**src/sfr_bank_regs.vh**
```
// Register offsets, field positions, masks and reset values of the special function bank.
`ifndef SFR_BANK_REGS_VH
`define SFR_BANK_REGS_VH

// Byte offsets inside the bank.
`define SFR_IE_ONE_OFF      4'h0
`define SFR_IE_TWO_OFF      4'h1
`define SFR_IF_ONE_OFF      4'h2
`define SFR_IF_TWO_OFF      4'h3
`define SFR_ME_ONE_OFF      4'h4
`define SFR_ME_TWO_OFF      4'h5

// Upper address bits that select the bank (0000h..000Fh).
`define SFR_BASE_HI         12'h000

// First enable and flag byte fields.
`define SFR_WDT_BIT         0
`define SFR_OSC_BIT         1
`define SFR_PIN0_BIT        2
`define SFR_PIN1_BIT        3
`define SFR_NMI_BIT         4

// Second enable and flag byte fields.
`define SFR_RX_BIT          0
`define SFR_TX_BIT          1
`define SFR_TP_BIT          3
`define SFR_BT_BIT          7

// Implemented bits of each byte; all other positions hold no storage.
`define SFR_IE_ONE_MASK     8'h0f
`define SFR_IE_TWO_MASK     8'h8b
`define SFR_IF_ONE_MASK     8'h1f
`define SFR_IF_TWO_MASK     8'h83
`define SFR_ME_ONE_MASK     8'h00
`define SFR_ME_TWO_MASK     8'h03

// Values after the supply power-on reset.
`define SFR_IE_ONE_RST      8'h00
`define SFR_IE_TWO_RST      8'h00
`define SFR_IF_ONE_RST      8'h02
`define SFR_IF_TWO_RST      8'h00
`define SFR_ME_TWO_RST      8'h00

// Values loaded by a power-up clear pulse on bits it touches.
`define SFR_IF_ONE_PUC      8'h02
`define SFR_ZERO_BYTE       8'h00

// Number of interrupt request lines.
`define SFR_IRQ_NUM         9

`endif

```
**src/sfr_bus_decode.v**
```verilog
// Address decode of the special function bank on the on-chip memory bus.
`timescale 1ns/100ps
`default_nettype none
`include "sfr_bank_regs.vh"

module sfr_bus_decode (
  input  wire [15:0] addr_i,
  input  wire        wr_en_i,
  input  wire        rd_en_i,
  output wire [5:0]  wr_sel_o,
  output wire        rd_hit_o
);

  // One-hot select of the six byte slots; zero outside the bank.
  function [5:0] slot_sel;
    input [15:0] a;
    begin
      slot_sel = 6'h00;
      if (a[15:4] == `SFR_BASE_HI) begin
        case (a[3:0])
          `SFR_IE_ONE_OFF: slot_sel = 6'h01;
          `SFR_IE_TWO_OFF: slot_sel = 6'h02;
          `SFR_IF_ONE_OFF: slot_sel = 6'h04;
          `SFR_IF_TWO_OFF: slot_sel = 6'h08;
          `SFR_ME_ONE_OFF: slot_sel = 6'h10;
          `SFR_ME_TWO_OFF: slot_sel = 6'h20;
          default:         slot_sel = 6'h00;
        endcase
      end
    end
  endfunction

  assign wr_sel_o = wr_en_i ? slot_sel(addr_i) : 6'h00;
  assign rd_hit_o = rd_en_i & (addr_i[15:4] == `SFR_BASE_HI);

endmodule // sfr_bus_decode
`default_nettype wire

```
**src/sfr_byte_reg.v**
```verilog
// One byte of the bank with storage only on implemented bit positions.
`timescale 1ns/100ps
`default_nettype none

module sfr_byte_reg #(
  parameter [7:0] MASK = 8'hff,
  parameter [7:0] RST  = 8'h00,
  parameter [7:0] INIT = 8'h00
) (
  input  wire       sys_clk_i,
  input  wire       rst_i,
  input  wire       wr_i,
  input  wire [7:0] wdata_i,
  input  wire [7:0] set_i,
  input  wire [7:0] init_i,
  output wire [7:0] q_o
);

  genvar i;
  generate
    for (i = 0; i < 8; i = i + 1) begin : g_bit
      if (MASK[i]) begin : g_store
        reg bit_q;
        // A hardware set wins over a same-cycle write or clear, so no event is lost.
        always @(posedge sys_clk_i or posedge rst_i) begin
          if (rst_i) begin
            bit_q <= RST[i];
          end else if (set_i[i]) begin
            bit_q <= 1'b1;
          end else if (init_i[i]) begin
            bit_q <= INIT[i];
          end else if (wr_i) begin
            bit_q <= wdata_i[i];
          end
        end
        assign q_o[i] = bit_q;
      end else begin : g_empty
        assign q_o[i] = 1'b0;
      end
    end
  endgenerate

endmodule // sfr_byte_reg
`default_nettype wire

```
**src/sfr_interrupt_module_enable_bank.v**
```verilog
// Special function bank: interrupt enables, interrupt flags and module enables.
`timescale 1ns/100ps
`default_nettype none
`include "sfr_bank_regs.vh"

module sfr_interrupt_module_enable_bank (
  input  wire                     sys_clk_i,
  input  wire                     rst_i,
  input  wire                     power_up_clear_i,
  input  wire                     pin_reset_i,
  input  wire [15:0]              addr_i,
  input  wire                     wr_en_i,
  input  wire                     rd_en_i,
  input  wire [7:0]               wdata_i,
  input  wire                     watchdog_event_i,
  input  wire                     osc_fault_event_i,
  input  wire                     pin_zero_event_i,
  input  wire                     pin_one_event_i,
  input  wire                     nmi_event_i,
  input  wire                     serial_rx_event_i,
  input  wire                     serial_tx_event_i,
  input  wire                     base_timer_event_i,
  input  wire                     timer_port_flag_i,
  output reg  [7:0]               rdata_o,
  output wire                     watchdog_irq_en_o,
  output wire                     osc_fault_irq_en_o,
  output wire                     pin_zero_irq_en_o,
  output wire                     pin_one_irq_en_o,
  output wire                     serial_rx_irq_en_o,
  output wire                     serial_tx_irq_en_o,
  output wire                     timer_port_irq_en_o,
  output wire                     base_timer_irq_en_o,
  output wire                     serial_rx_module_en_o,
  output wire                     serial_tx_module_en_o,
  output reg  [`SFR_IRQ_NUM-1:0]  irq_req_o
);

  wire [5:0] wr_sel;
  wire       rd_hit;
  wire [7:0] ie_one_q;
  wire [7:0] ie_two_q;
  wire [7:0] if_one_q;
  wire [7:0] if_two_q;
  wire [7:0] me_two_q;
  wire [7:0] if_one_set;
  wire [7:0] if_one_init;
  wire [7:0] if_two_set;
  wire [7:0] if_two_init;
  wire [7:0] puc_all;
  reg  [7:0] rd_mux;
  reg  [`SFR_IRQ_NUM-1:0] irq_d;

  assign puc_all = {8{power_up_clear_i}};

  // Byte transfers only; the CPU drives one strobe per access cycle.
  sfr_bus_decode u_decode (
    .addr_i   (addr_i),
    .wr_en_i  (wr_en_i),
    .rd_en_i  (rd_en_i),
    .wr_sel_o (wr_sel),
    .rd_hit_o (rd_hit)
  );

  // First enable byte: watchdog, oscillator fault and the two dedicated pins.
  sfr_byte_reg #(
    .MASK (`SFR_IE_ONE_MASK),
    .RST  (`SFR_IE_ONE_RST),
    .INIT (`SFR_ZERO_BYTE)
  ) u_ie_one (
    .sys_clk_i (sys_clk_i),
    .rst_i     (rst_i),
    .wr_i      (wr_sel[0]),
    .wdata_i   (wdata_i),
    .set_i     (8'h00),
    .init_i    (puc_all),
    .q_o       (ie_one_q)
  );

  // Second enable byte: serial receive, transmit, timer/port and basic timer.
  sfr_byte_reg #(
    .MASK (`SFR_IE_TWO_MASK),
    .RST  (`SFR_IE_TWO_RST),
    .INIT (`SFR_ZERO_BYTE)
  ) u_ie_two (
    .sys_clk_i (sys_clk_i),
    .rst_i     (rst_i),
    .wr_i      (wr_sel[1]),
    .wdata_i   (wdata_i),
    .set_i     (8'h00),
    .init_i    (puc_all),
    .q_o       (ie_two_q)
  );

  // Watchdog flag survives a clear caused by the watchdog itself; only the
  // supply reset, a pin reset or a write of the first flag byte removes it, so software can tell the cause.
  assign if_one_set = {3'h0,
                       nmi_event_i,
                       pin_one_event_i,
                       pin_zero_event_i,
                       osc_fault_event_i,
                       watchdog_event_i};
  assign if_one_init = {3'h0,
                        {4{power_up_clear_i}},
                        pin_reset_i};

  sfr_byte_reg #(
    .MASK (`SFR_IF_ONE_MASK),
    .RST  (`SFR_IF_ONE_RST),
    .INIT (`SFR_IF_ONE_PUC)
  ) u_if_one (
    .sys_clk_i (sys_clk_i),
    .rst_i     (rst_i),
    .wr_i      (wr_sel[2]),
    .wdata_i   (wdata_i),
    .set_i     (if_one_set),
    .init_i    (if_one_init),
    .q_o       (if_one_q)
  );

  // Basic timer flag keeps its value across a power-up clear.
  assign if_two_set = {base_timer_event_i, 5'h00,
                       serial_tx_event_i, serial_rx_event_i};
  assign if_two_init = {1'b0, 5'h00, power_up_clear_i, power_up_clear_i};

  sfr_byte_reg #(
    .MASK (`SFR_IF_TWO_MASK),
    .RST  (`SFR_IF_TWO_RST),
    .INIT (`SFR_ZERO_BYTE)
  ) u_if_two (
    .sys_clk_i (sys_clk_i),
    .rst_i     (rst_i),
    .wr_i      (wr_sel[3]),
    .wdata_i   (wdata_i),
    .set_i     (if_two_set),
    .init_i    (if_two_init),
    .q_o       (if_two_q)
  );

  // Second module enable byte; the first module enable byte is empty.
  sfr_byte_reg #(
    .MASK (`SFR_ME_TWO_MASK),
    .RST  (`SFR_ME_TWO_RST),
    .INIT (`SFR_ZERO_BYTE)
  ) u_me_two (
    .sys_clk_i (sys_clk_i),
    .rst_i     (rst_i),
    .wr_i      (wr_sel[5]),
    .wdata_i   (wdata_i),
    .set_i     (8'h00),
    .init_i    (puc_all),
    .q_o       (me_two_q)
  );

  assign watchdog_irq_en_o     = ie_one_q[`SFR_WDT_BIT];
  assign osc_fault_irq_en_o    = ie_one_q[`SFR_OSC_BIT];
  assign pin_zero_irq_en_o     = ie_one_q[`SFR_PIN0_BIT];
  assign pin_one_irq_en_o      = ie_one_q[`SFR_PIN1_BIT];
  assign serial_rx_irq_en_o    = ie_two_q[`SFR_RX_BIT];
  assign serial_tx_irq_en_o    = ie_two_q[`SFR_TX_BIT];
  assign timer_port_irq_en_o   = ie_two_q[`SFR_TP_BIT];
  assign base_timer_irq_en_o   = ie_two_q[`SFR_BT_BIT];
  assign serial_rx_module_en_o = me_two_q[`SFR_RX_BIT];
  assign serial_tx_module_en_o = me_two_q[`SFR_TX_BIT];

  // Read mux; unmapped offsets and the empty byte read as zero.
  always @* begin
    case (addr_i[3:0])
      `SFR_IE_ONE_OFF: rd_mux = ie_one_q;
      `SFR_IE_TWO_OFF: rd_mux = ie_two_q;
      `SFR_IF_ONE_OFF: rd_mux = if_one_q;
      `SFR_IF_TWO_OFF: rd_mux = if_two_q;
      `SFR_ME_ONE_OFF: rd_mux = `SFR_ZERO_BYTE;
      `SFR_ME_TWO_OFF: rd_mux = me_two_q;
      default:         rd_mux = `SFR_ZERO_BYTE;
    endcase
  end

  // Read data is registered and holds until the next read of the bank.
  always @(posedge sys_clk_i or posedge rst_i) begin
    if (rst_i) begin
      rdata_o <= 8'h00;
    end else if (rd_hit) begin
      rdata_o <= rd_mux;
    end
  end

  // The NMI line has no enable in this bank and the timer/port flag lives
  // in its own module, so the NMI request passes straight through and the timer/port request is timer_port_flag_i gated by its enable.
  always @* begin
    irq_d    = {`SFR_IRQ_NUM{1'b0}};
    irq_d[0] = if_one_q[`SFR_WDT_BIT] & ie_one_q[`SFR_WDT_BIT];
    irq_d[1] = if_one_q[`SFR_OSC_BIT] & ie_one_q[`SFR_OSC_BIT];
    irq_d[2] = if_one_q[`SFR_PIN0_BIT] & ie_one_q[`SFR_PIN0_BIT];
    irq_d[3] = if_one_q[`SFR_PIN1_BIT] & ie_one_q[`SFR_PIN1_BIT];
    irq_d[4] = if_one_q[`SFR_NMI_BIT];
    irq_d[5] = if_two_q[`SFR_RX_BIT] & ie_two_q[`SFR_RX_BIT];
    irq_d[6] = if_two_q[`SFR_TX_BIT] & ie_two_q[`SFR_TX_BIT];
    irq_d[7] = timer_port_flag_i & ie_two_q[`SFR_TP_BIT];
    irq_d[8] = if_two_q[`SFR_BT_BIT] & ie_two_q[`SFR_BT_BIT];
  end

  // Requests are registered, so they follow flag and enable by one cycle.
  always @(posedge sys_clk_i or posedge rst_i) begin
    if (rst_i) begin
      irq_req_o <= {`SFR_IRQ_NUM{1'b0}};
    end else begin
      irq_req_o <= irq_d;
    end
  end

endmodule // sfr_interrupt_module_enable_bank
`default_nettype wire

```
**config.mk**
```make
export PLATFORM = sky130hd
export DESIGN_NAME = sfr_interrupt_module_enable_bank
export DESIGN_NICKNAME = d
export VERILOG_FILES = /design/src/sfr_bus_decode.v /design/src/sfr_byte_reg.v /design/src/sfr_interrupt_module_enable_bank.v
export VERILOG_INCLUDE_DIRS = /design/src
export SDC_FILE = /design/constraint.sdc
export NUM_CORES = 1
export LEC_CHECK = 0
export ABC_AREA = 0
export BUFFER_PORTS_ARGS = -buffer_cell sky130_fd_sc_hd__buf_2
export CORE_UTILIZATION = 50
export DETAILED_ROUTE_END_ITERATION = 10
export HOLD_SLACK_MARGIN = 0.12
export PLACE_DENSITY = 0.78
export SLEW_MARGIN = 30
export SYNTH_ARGS = -nofsm -noshare
export SYNTH_HDL_FRONTEND = slang
export SYNTH_SLANG_ARGS = --single-unit
```
**constraint.sdc**
```tcl
create_clock -name sys_clk_i -period 2 [get_ports sys_clk_i]
set_input_delay 0.2 -clock sys_clk_i [delete_from_list [all_inputs] [get_ports sys_clk_i]]
set_output_delay 0.2 -clock sys_clk_i [all_outputs]
set_load 0.005 [all_outputs]
```
# After elaboration in Yosys (flattened, before gate mapping)
# Cells that the tools add are included.
[totals] reg_bits=35 latchBits=0 ram_bits=0 romBits=0 input_bits=39 out_inout_bits=27 word_cells=94 mem_count=0
[op_classes] add_sub_neg=0 multipliers=0 n_div=0 order_cmp=0 eq_ne=5 shifts=0 n_mux=47 bitwise_logic=9 reduce_logical=13
[op_table] operator="$mux 1" count=43
[op_table] operator="$pmux 8 s5" count=1
[op_table] operator="$pmux 6 s6" count=1
[op_table] operator="$reduce_bool 3->1" count=7
[op_table] operator="$logic_not 12->1" count=1
[op_table] operator="$mux 6" count=2
[op_table] operator="$and 1x1->1" count=9
[op_table] operator="$eq 4x2->1 const B" count=2
[op_table] operator="$eq 4x3->1 const B" count=2
[op_table] operator="$reduce_bool 2->1" count=4
[op_table] operator="$eq 4x1->1 const B" count=1
[op_table] operator="$logic_not 4->1" count=1

# Logic depth before layout (Yosys ltp)
# Gate-level depths: netlist of run 1.
[logic_depth] ltp_word=7 ltp_mapped=5 mapped_depth_nobuf=4

# By module
# Synthesis of run 1 repeated with hierarchy kept, for this count alone.
[unflattened] hier_cells=210 hier_area_um2=2172.1
[modules_own_cells] mod="sfr_interrupt_module_enable_bank" n_inst=1 cells_each=83 area_per_inst_um2=920.9 seq_area_each_um2=425.4
[modules_own_cells] mod="sfr_byte_reg at u_ie_one ..." n_inst=2 cells_each=23 area_per_inst_um2=242.7 seq_area_each_um2=100.1
[modules_own_cells] mod="sfr_byte_reg at u_if_one" n_inst=1 cells_each=27 area_per_inst_um2=292.8 seq_area_each_um2=126.4
[modules_own_cells] mod="sfr_byte_reg at u_if_two" n_inst=1 cells_each=19 area_per_inst_um2=195.2 seq_area_each_um2=75.1
[modules_own_cells] mod="sfr_byte_reg at u_me_two" n_inst=1 cells_each=16 area_per_inst_um2=152.6 seq_area_each_um2=50.0
[modules_own_cells] mod="sfr_bus_decode" n_inst=1 cells_each=19 area_per_inst_um2=125.1 seq_area_each_um2=0.0

# Worst setup path after synthesis of run 1
# OpenSTA, ideal clock, no wires.
[synth_path] kind="in2reg" start="input port addr_i[0]" end="register u_ie_one.g_bit[0].g_store.bit_q" setup_ps=133 arrival_ps=1264 required_ps=1867 path_slack_ps=603 path_stages=5 path_buffers=1 path_cell_list="buf_4 nor4_1 inv_1 o21ai_0 a21oi_1"
[synth_between] elab_chain_cells=5 elab_cells_between_ends=10 classes_between="eq/ne: 5; mux: 3; reduce/logical: 2"
[synth_rtl] item="from (decl)" line="sfr_interrupt_module_enable_bank.v:11" rtl="input wire [15:0] addr_i,"
[synth_rtl] item="$eq 4x3->1 (tied with other cells)" line="sfr_bus_decode.v:20" rtl="case (a[3:0])"
[synth_rtl] item="$pmux 6 s6 *" line="sfr_bus_decode.v:20"
[synth_rtl] item="$mux 6 *" line="sfr_bus_decode.v:19" rtl="if (a[15:4] == `SFR_BASE_HI) begin"
[synth_rtl] item="$mux 6 *" line="sfr_bus_decode.v:33" rtl="assign wr_sel_o = wr_en_i ? slot_sel(addr_i) : 6'h00;"
[synth_rtl] item="$reduce_bool 2->1 (no line) *"
[synth_rtl] item="to (signal assigned)" line="sfr_byte_reg.v:27" rtl="bit_q <= RST[i];"
[synth_rtl] item="to (signal assigned)" line="sfr_byte_reg.v:31" rtl="bit_q <= INIT[i];"
[synth_rtl] item="to (signal assigned)" line="sfr_byte_reg.v:33" rtl="bit_q <= wdata_i[i];"
[synth_rtl] item="to (decl)" line="sfr_byte_reg.v:23" rtl="reg bit_q;"
# Every way passes the cells marked *; elsewhere a longest branch is shown, timed or not.
# A chain may end at the register's enable or synchronous reset.

# Worst setup path after layout of run 1
[layout_path] start="input port addr_i[0]" end="register u_if_two.g_bit[7].g_store.bit_q"
[layout_between] elab_chain_cells=5 elab_cells_between_ends=10 classes_between="eq/ne: 5; mux: 3; reduce/logical: 2"
[layout_rtl] item="$eq 4x3->1 (tied with other cells)" line="sfr_bus_decode.v:20"
[layout_rtl] item="$pmux 6 s6 *" line="sfr_bus_decode.v:20"
[layout_rtl] item="$mux 6 *" line="sfr_bus_decode.v:19"
[layout_rtl] item="$mux 6 *" line="sfr_bus_decode.v:33"
[layout_rtl] item="$reduce_bool 2->1 (no line) *"
[layout_rtl] item="to (signal assigned)" line="sfr_byte_reg.v:27"
[layout_rtl] item="to (signal assigned)" line="sfr_byte_reg.v:31"
[layout_rtl] item="to (signal assigned)" line="sfr_byte_reg.v:33"
[layout_rtl] item="to (decl)" line="sfr_byte_reg.v:23"
# Marks and branches as above.

==> summary.txt, run 1 <==
Synth
  • Yosys reg bits: 33
  • Synth area leaders: dfrtp_1, mux2i_1, nor4_4, nand2b_1, and2_1
  • EDFF count, synth: 0
  • Post-synthesis cell count: 161
  • Dominant cell type by area after synthesis: dfrtp_1
  • Yosys warns: 0
  • Post-synth top area share: 47.9%
  • Yosys cell types: 40
  • Mapped Area: 0.00167 mm^2
  • Asr flop ratio synth: 100%
  • Synth Flop Type: dfrtp_1
  • Syn Area/Cell: 10.4 um^2
  • Sequential cell area fraction in the yosys report: 49.5%

Routing
  • Router iterations before antenna repair: 4
  • DRC: 0
  • Routed WL per cell: 13.8 um
  • DRT iter0 DRCs: 43
  • Routed WL: 3930 um
  • Antenna-violating nets left: 0
  • Via count: 1520
  • Vias per cell: 5.35

GRT
  • Total global routing overflow: 0
  • Initial antenna violation count: 0
  • Overall Global Routing Usage: 24.5%
  • Global-route wire length before repair: 6350 um
  • Vias in the first global route: 1452
  • Largest net degree at the start of global routing: 34

Floorplan
  • Area of the core: 0.00310 mm^2
  • Initial Utilization: 53.8%
  • Die W: 59.8 um
  • Ports: 66
  • Std cell rows: 20
  • Die ar.: 0.00358 mm^2
  • Die Height: 59.8 um

Worst setup path
  • WP data required: 2.23 ns
  • Largest delay contributor family on the critical path: buffers and inverters
  • WP buf/inv: 2
  • Startpoint types: input port
  • Kind of critical path: in -> reg
  • Endpoint class of the critical path: flip-flop
  • CP Data Arrival Time: 2.09 ns
  • Critical path peak fanout: 10
  • Largest stage delay on the critical path: 0.56 ns
  • CP max stage cell: dlygate4sd3_1
  • Crit-path cells: buf_2 -> nor4bb_1 -> nand4_1 -> o41a_1 -> dlygate4sd3_1

Power
  • Leak Pwr: 1.06 nW
  • Register share of total power: 57.1%
  • Sw power: 312 uW
  • Internal Power: 885 uW
  • Power density cells: 543 mW/mm^2
  • Comb pwr share: 13.1%
  • Worst VDD drop: 270 uV
  • Power Total: 1.20 mW
  • Proportion of power drawn by the clock network: 29.9%
  • Switching part of the total: 26.1%

Final layout
  • Multi-input combinational cell area: 773 um^2
  • Fillers: 250
  • N_diodes: 0
  • Final Net Count: 278
  • Register area: 827 um^2
  • Fraction of layout cells with a size suffix above 1: 33.8%
  • Layout area overhead: 32.1%

Placement
  • Routability cong.: 0.819
  • Port Buffer Count: 61
  • Final HPWL DP: 2800 um

Timing
  • Hold WS: 0.130 ns
  • Clk_skew: 0.00618 ns
  • Final setup TNS: 0 ns
  • Fin crit period: 1.86 ns
  • Finish-stage setup viols: 0
  • RSZ-0062 raised after global routing: no
  • Final Max Tran Viols: 0
  • Max Fclk: 537 MHz
  • Hold Fails Final Rpt: 0
  • Fin crit share: 93.1%

CTS
  • Cts repair resizes: 0
  • Worst skew pair latency: 0.35 ns
  • Clock sinks: 33
  • Clock transition at path regs: 0.10 ns
  • Clk root buf: clkbuf_4
  • CTS Buf Count: 5
  • CTS tree: done
  • H-tree depth: 2
  • Clk buf depth: 2

Outcome
  • Status: completed

Worst hold path
  • Worst hold path class: in -> reg

Job
  • Max-cap violations: 0
-- logic make-up after synthesis --
logic type,after synthesis,share of synthesized area [%]
simple gates,66,25.7
compound gates,35,13.3
flops,33,49.5
buf+inv,16,4.42
mux,10,6.82
other cells,1,0.225
-- synth_stat cells, types with 2 or more instances --
master	instances
a31oi_1	2
o21ai_0	9
dfrtp_1	32
and2_1	9
nor4_4	3
inv_1	7
nor2b_1	2
nand2b_1	10
buf_4	3
o311ai_0	3
clkbuf_1	4
nand3b_1	5
nand2_1	13
nor2_1	6
o211ai_1	2
nand4_1	2
buf_2	2
mux2i_1	8
a21oi_1	11
nand3_1	8
-- sequential cells by signal, summed over array words and instances, names as in the netlist --
| register | flops |
|---|---|
| irq_req_o | 9 |
| u_if_two.g_bit.g_store.bit_q | 3 |
| u_ie_one.g_bit.g_store.bit_q | 4 |
| rdata_o | 6 |
| u_me_two.g_bit.g_store.bit_q | 2 |
| u_if_one.g_bit.g_store.bit_q | 5 |
| u_ie_two.g_bit.g_store.bit_q | 4 |
-- cell type report --
| type | instances | area share, % |
|---|---|---|
| Clock buffer | 6 | 1.87 |
| Clock inverter | 2 | 0.454 |
| Inverter | 7 | 1.19 |
| Multi-Input combinational cell | 113 | 35.1 |
| Sequential cell | 33 | 37.5 |
| Tap cell | 44 | 2.50 |
| Timing Repair Buffer | 79 | 21.4 |
-- worst paths after layout --
path,start,end,cells past startpoint,slack (ns)
min,pin_reset_i,u_if_one.g_bit[0].g_store.bit_q,4,0.13
min reg2reg,u_if_one.g_bit[4].g_store.bit_q,irq_req_o[4],0,0.39
max,addr_i[0],u_if_two.g_bit[7].g_store.bit_q,5,0.14
min in group asynchronous,rst_i,irq_req_o[7],4,0.47
max in group asynchronous,rst_i,u_if_one.g_bit[1].g_store.bit_q,4,1.19
max reg2reg,u_ie_one.g_bit[0].g_store.bit_q,rdata_o[0],3,0.57
-- power groups by stage --
stage	clock network (mW)	logic (mW)	registers, mW
after floorplan	0	0.0749	0.694
after global placement	0	0.133	0.696
after detailed placement	0	0.137	0.696
after CTS	0.364	0.154	0.683
after global routing	0.398	0.173	0.684
final	0.358	0.156	0.683
-- worst reg2reg max path: stages, from the launching register on --
cell and delay (ns):
dfrtp_1 0.44, mux4_2 0.47, a221oi_1 0.33, a21oi_1 0.07
-- cell usage in the layout, fill, tap and decap left out, types with 2 or more instances in the layout --
| cell | n |
|---|---|
| o311ai_0 | 3 |
| inv_1 | 7 |
| nor2b_1 | 2 |
| mux2i_1 | 8 |
| nand2b_1 | 10 |
| nand3_1 | 8 |
| nand2_1 | 13 |
| dlygate4sd3_1 | 13 |
| nor2_1 | 6 |
| nor4_4 | 3 |
| dfrtp_1 | 32 |
| o211ai_1 | 2 |
| nand3b_1 | 5 |
| buf_4 | 5 |
| and2_1 | 9 |
| buf_2 | 61 |
| o21ai_0 | 9 |
| a31oi_1 | 2 |
| clkinv_2 | 2 |
| conb_1 | 2 |
| clkbuf_4 | 5 |
| a21oi_1 | 11 |
| nand4_1 | 2 |
-- routing by layer --
| metal | share of wire, % | GRT usage (%) |
|---|---|---|
| met5 | 0 | 0 |
| met4 | 3.1 | 13.6 |
| met3 | 6.2 | 6.49 |
| met2 | 48 | 38.6 |
| met1 | 42 | 30.5 |
-- stage by stage --
stage	instances	util [%]	setup WS, ns	instance area [um^2]
finish	284	71.1	0.139	2210
global route	284	71.1	0.0697	2210
CTS	283	70.8	0.170	2200
detailed placement	263	65.2	0.319	2020
global placement	263	65.2	0.378	2020
floorplan	162	-	0.603	1670
-- repair_timing --
action	4_1_cts	5_1_grt
setup buffers	0	0
endpoints found under the hold margin	42	1
hold buffers	12	1
No activity file was read; power rests on OpenSTA's default activity.
==> inputs of run 2 (changes only) <==
Settings changed: GPL_TIMING_DRIVEN set to 1, REMOVE_ABC_BUFFERS set to 1.
==> summary.txt, run 2 (same netlist as run 1, synthesis figures left out) <==
Outcome
  • Status: completed

Worst setup path
  • Crit-path cells: mux4_2 -> a221oi_1 -> a21oi_1
  • Reg2reg end: rdata_o[0]
  • CP max stage cell: mux4_2
  • Startpoint types: flip-flop
  • WP data required: 2.20 ns
  • Critical Path Start: u_if_two.g_bit[0].g_store.bit_q
  • Largest stage delay on the critical path: 0.47 ns
  • Endpoint class of the critical path: flip-flop
  • Worst R2R Start: u_if_two.g_bit[0].g_store.bit_q
  • CP Data Arrival Time: 1.61 ns
  • Kind of critical path: reg -> reg
  • Reg2Reg Setup Slack: 0.59 ns
  • R2R depth: 3
  • Critical path peak fanout: 4
  • Worst setup path end: rdata_o[0]

Timing
  • Fin crit share: 70.4%
  • Fin crit period: 1.41 ns
  • Finish-stage setup viols: 0
  • Hold WS: 0.130 ns
  • RSZ-0062 raised after global routing: no
  • Max Fclk: 710 MHz
  • Hold Fails Final Rpt: 0
  • Clk_skew: 0.00995 ns
  • Final Max Tran Viols: 0
  • Final setup TNS: 0 ns

CTS
  • Clk buf depth: 2
  • CTS tree: done
  • Clock sinks: 33
  • Clk root buf: clkbuf_4
  • Post CTS Setup Buffer Count: 0
  • CTS Buf Count: 5
  • Cts repair resizes: 0
  • Post-CTS Hold Buffers: 10
  • Clock transition at path regs: 0.10 ns
  • Worst skew pair latency: 0.33 ns
  • H-tree depth: 2

Routing
  • Router iterations before antenna repair: 4
  • Routed WL: 3790 um
  • DRT iter0 DRCs: 65
  • Via count: 1498
  • Antenna-violating nets left: 0
  • DRC: 0
  • Routed WL per cell: 13.6 um
  • Vias per cell: 5.37

Final layout
  • N_diodes: 0
  • Final Net Count: 275
  • Reg with most FFs: irq_req_o
  • Fraction of layout cells with a size suffix above 1: 34.0%
  • Largest regs: irq_req_o (9), rdata_o (6), u_if_one.g_bit.g_store.bit_q (5)
  • Max FFs per register: 9
  • Fillers: 275
  • Most frequent cells in the layout: buf_2, dfrtp_1, nand2_1
  • Commonest non-fill, non-tap cell in the layout: buf_2
  • Layout area overhead: 29.7%

Placement
  • Port Buffer Count: 61
  • Final HPWL DP: 2820 um
  • Routability cong.: 0.784

GRT
  • Overall Global Routing Usage: 22.7%
  • Vias in the first global route: 1435
  • Initial antenna violation count: 0
  • Total global routing overflow: 0
  • Global-route wire length before repair: 6030 um
  • Largest net degree at the start of global routing: 34

Floorplan
  • Area of the core: 0.00310 mm^2
  • Die ar.: 0.00358 mm^2
  • Std cell rows: 20
  • Die W: 59.8 um
  • Die Height: 59.8 um
  • Ports: 66
  • Initial Utilization: 53.8%

Job
  • Max-cap violations: 0

Power
  • Power Total: 1.16 mW
  • Worst VDD drop: 324 uV
  • Power density cells: 536 mW/mm^2
  • Leak Pwr: 1.05 nW

Worst hold path
  • Worst hold path class: in -> reg
-- run 2: cell types whose count changed in the layout (fill, tap and decap cells not counted) --
| cell | before | now |
|---|---|---|
| dlygate4sd3_1 | 13 | 10 |
| clkbuf_1 | 1 | 0 |
| clkinv_2 | 2 | 1 |
-- run 2: worst min-delay path by stage --
stage / startpoint / end / slack (ns) / cells after the start
after floorplan: power_up_clear_i / u_ie_one.g_bit[0].g_store.bit_q / 0.26 / 1
after global placement: rst_i / irq_req_o[4] / 0.30 / 3
after detailed placement: rst_i / rdata_o[4] / 0.31 / 3
after CTS: wdata_i[3] / u_ie_one.g_bit[3].g_store.bit_q / 0.12 / 3
after global routing: wdata_i[3] / u_ie_one.g_bit[3].g_store.bit_q / 0.15 / 3
final: wdata_i[3] / u_ie_one.g_bit[3].g_store.bit_q / 0.13 / 3
-- run 2: critical path: cells and delay by family, from the launching register on --
family / cells / cell delay, ns
AO/OA/AOI/OAI: 2 / 0.38
flip-flops: 1 / 0.42
multiplexers: 1 / 0.47
-- run 2: layout make-up --
| type | count | area, um^2 | share of cell area [%] |
|---|---|---|---|
| multi-input combinational | 113 | 773 | 35.7 |
| clock inverter | 1 | 5.00 | 0.231 |
| inverter | 7 | 26.3 | 1.21 |
| clock buffer | 5 | 37.5 | 1.73 |
| tap | 44 | 55.1 | 2.54 |
| sequential | 33 | 827 | 38.2 |
| timing repair buffer | 76 | 443 | 20.4 |
-- run 2: power breakdown --
part / switching [mW] / internal (mW) / total (mW)
sequential: 0.00662 / 0.677 / 0.683
clock: 0.204 / 0.122 / 0.326
combinational: 0.0797 / 0.0721 / 0.152
total: 0.290 / 0.870 / 1.16
-- run 2: routing by layer --
metal | global-route usage (%) | share of wire, % | vias to the layer above
met5 | 0 | 0 | -
met4 | 8.97 | 2.2 | 0
met3 | 3.68 | 5.6 | 10
met2 | 40.0 | 52 | 59
met1 | 27.6 | 40 | 707
li1 | - | - | 722
-- run 2: metrics by stage --
stage                     instances  instance area [um^2]  utilization (%)  worst slack [ns]
after global routing            279                  2170             69.8             0.524
after global placement          263                  2020             65.2             0.387
after CTS                       279                  2170             69.8             0.621
after floorplan                 153                  1630                -             0.497
after detailed placement        263                  2020             65.2             0.299
final                           279                  2170             69.8             0.593
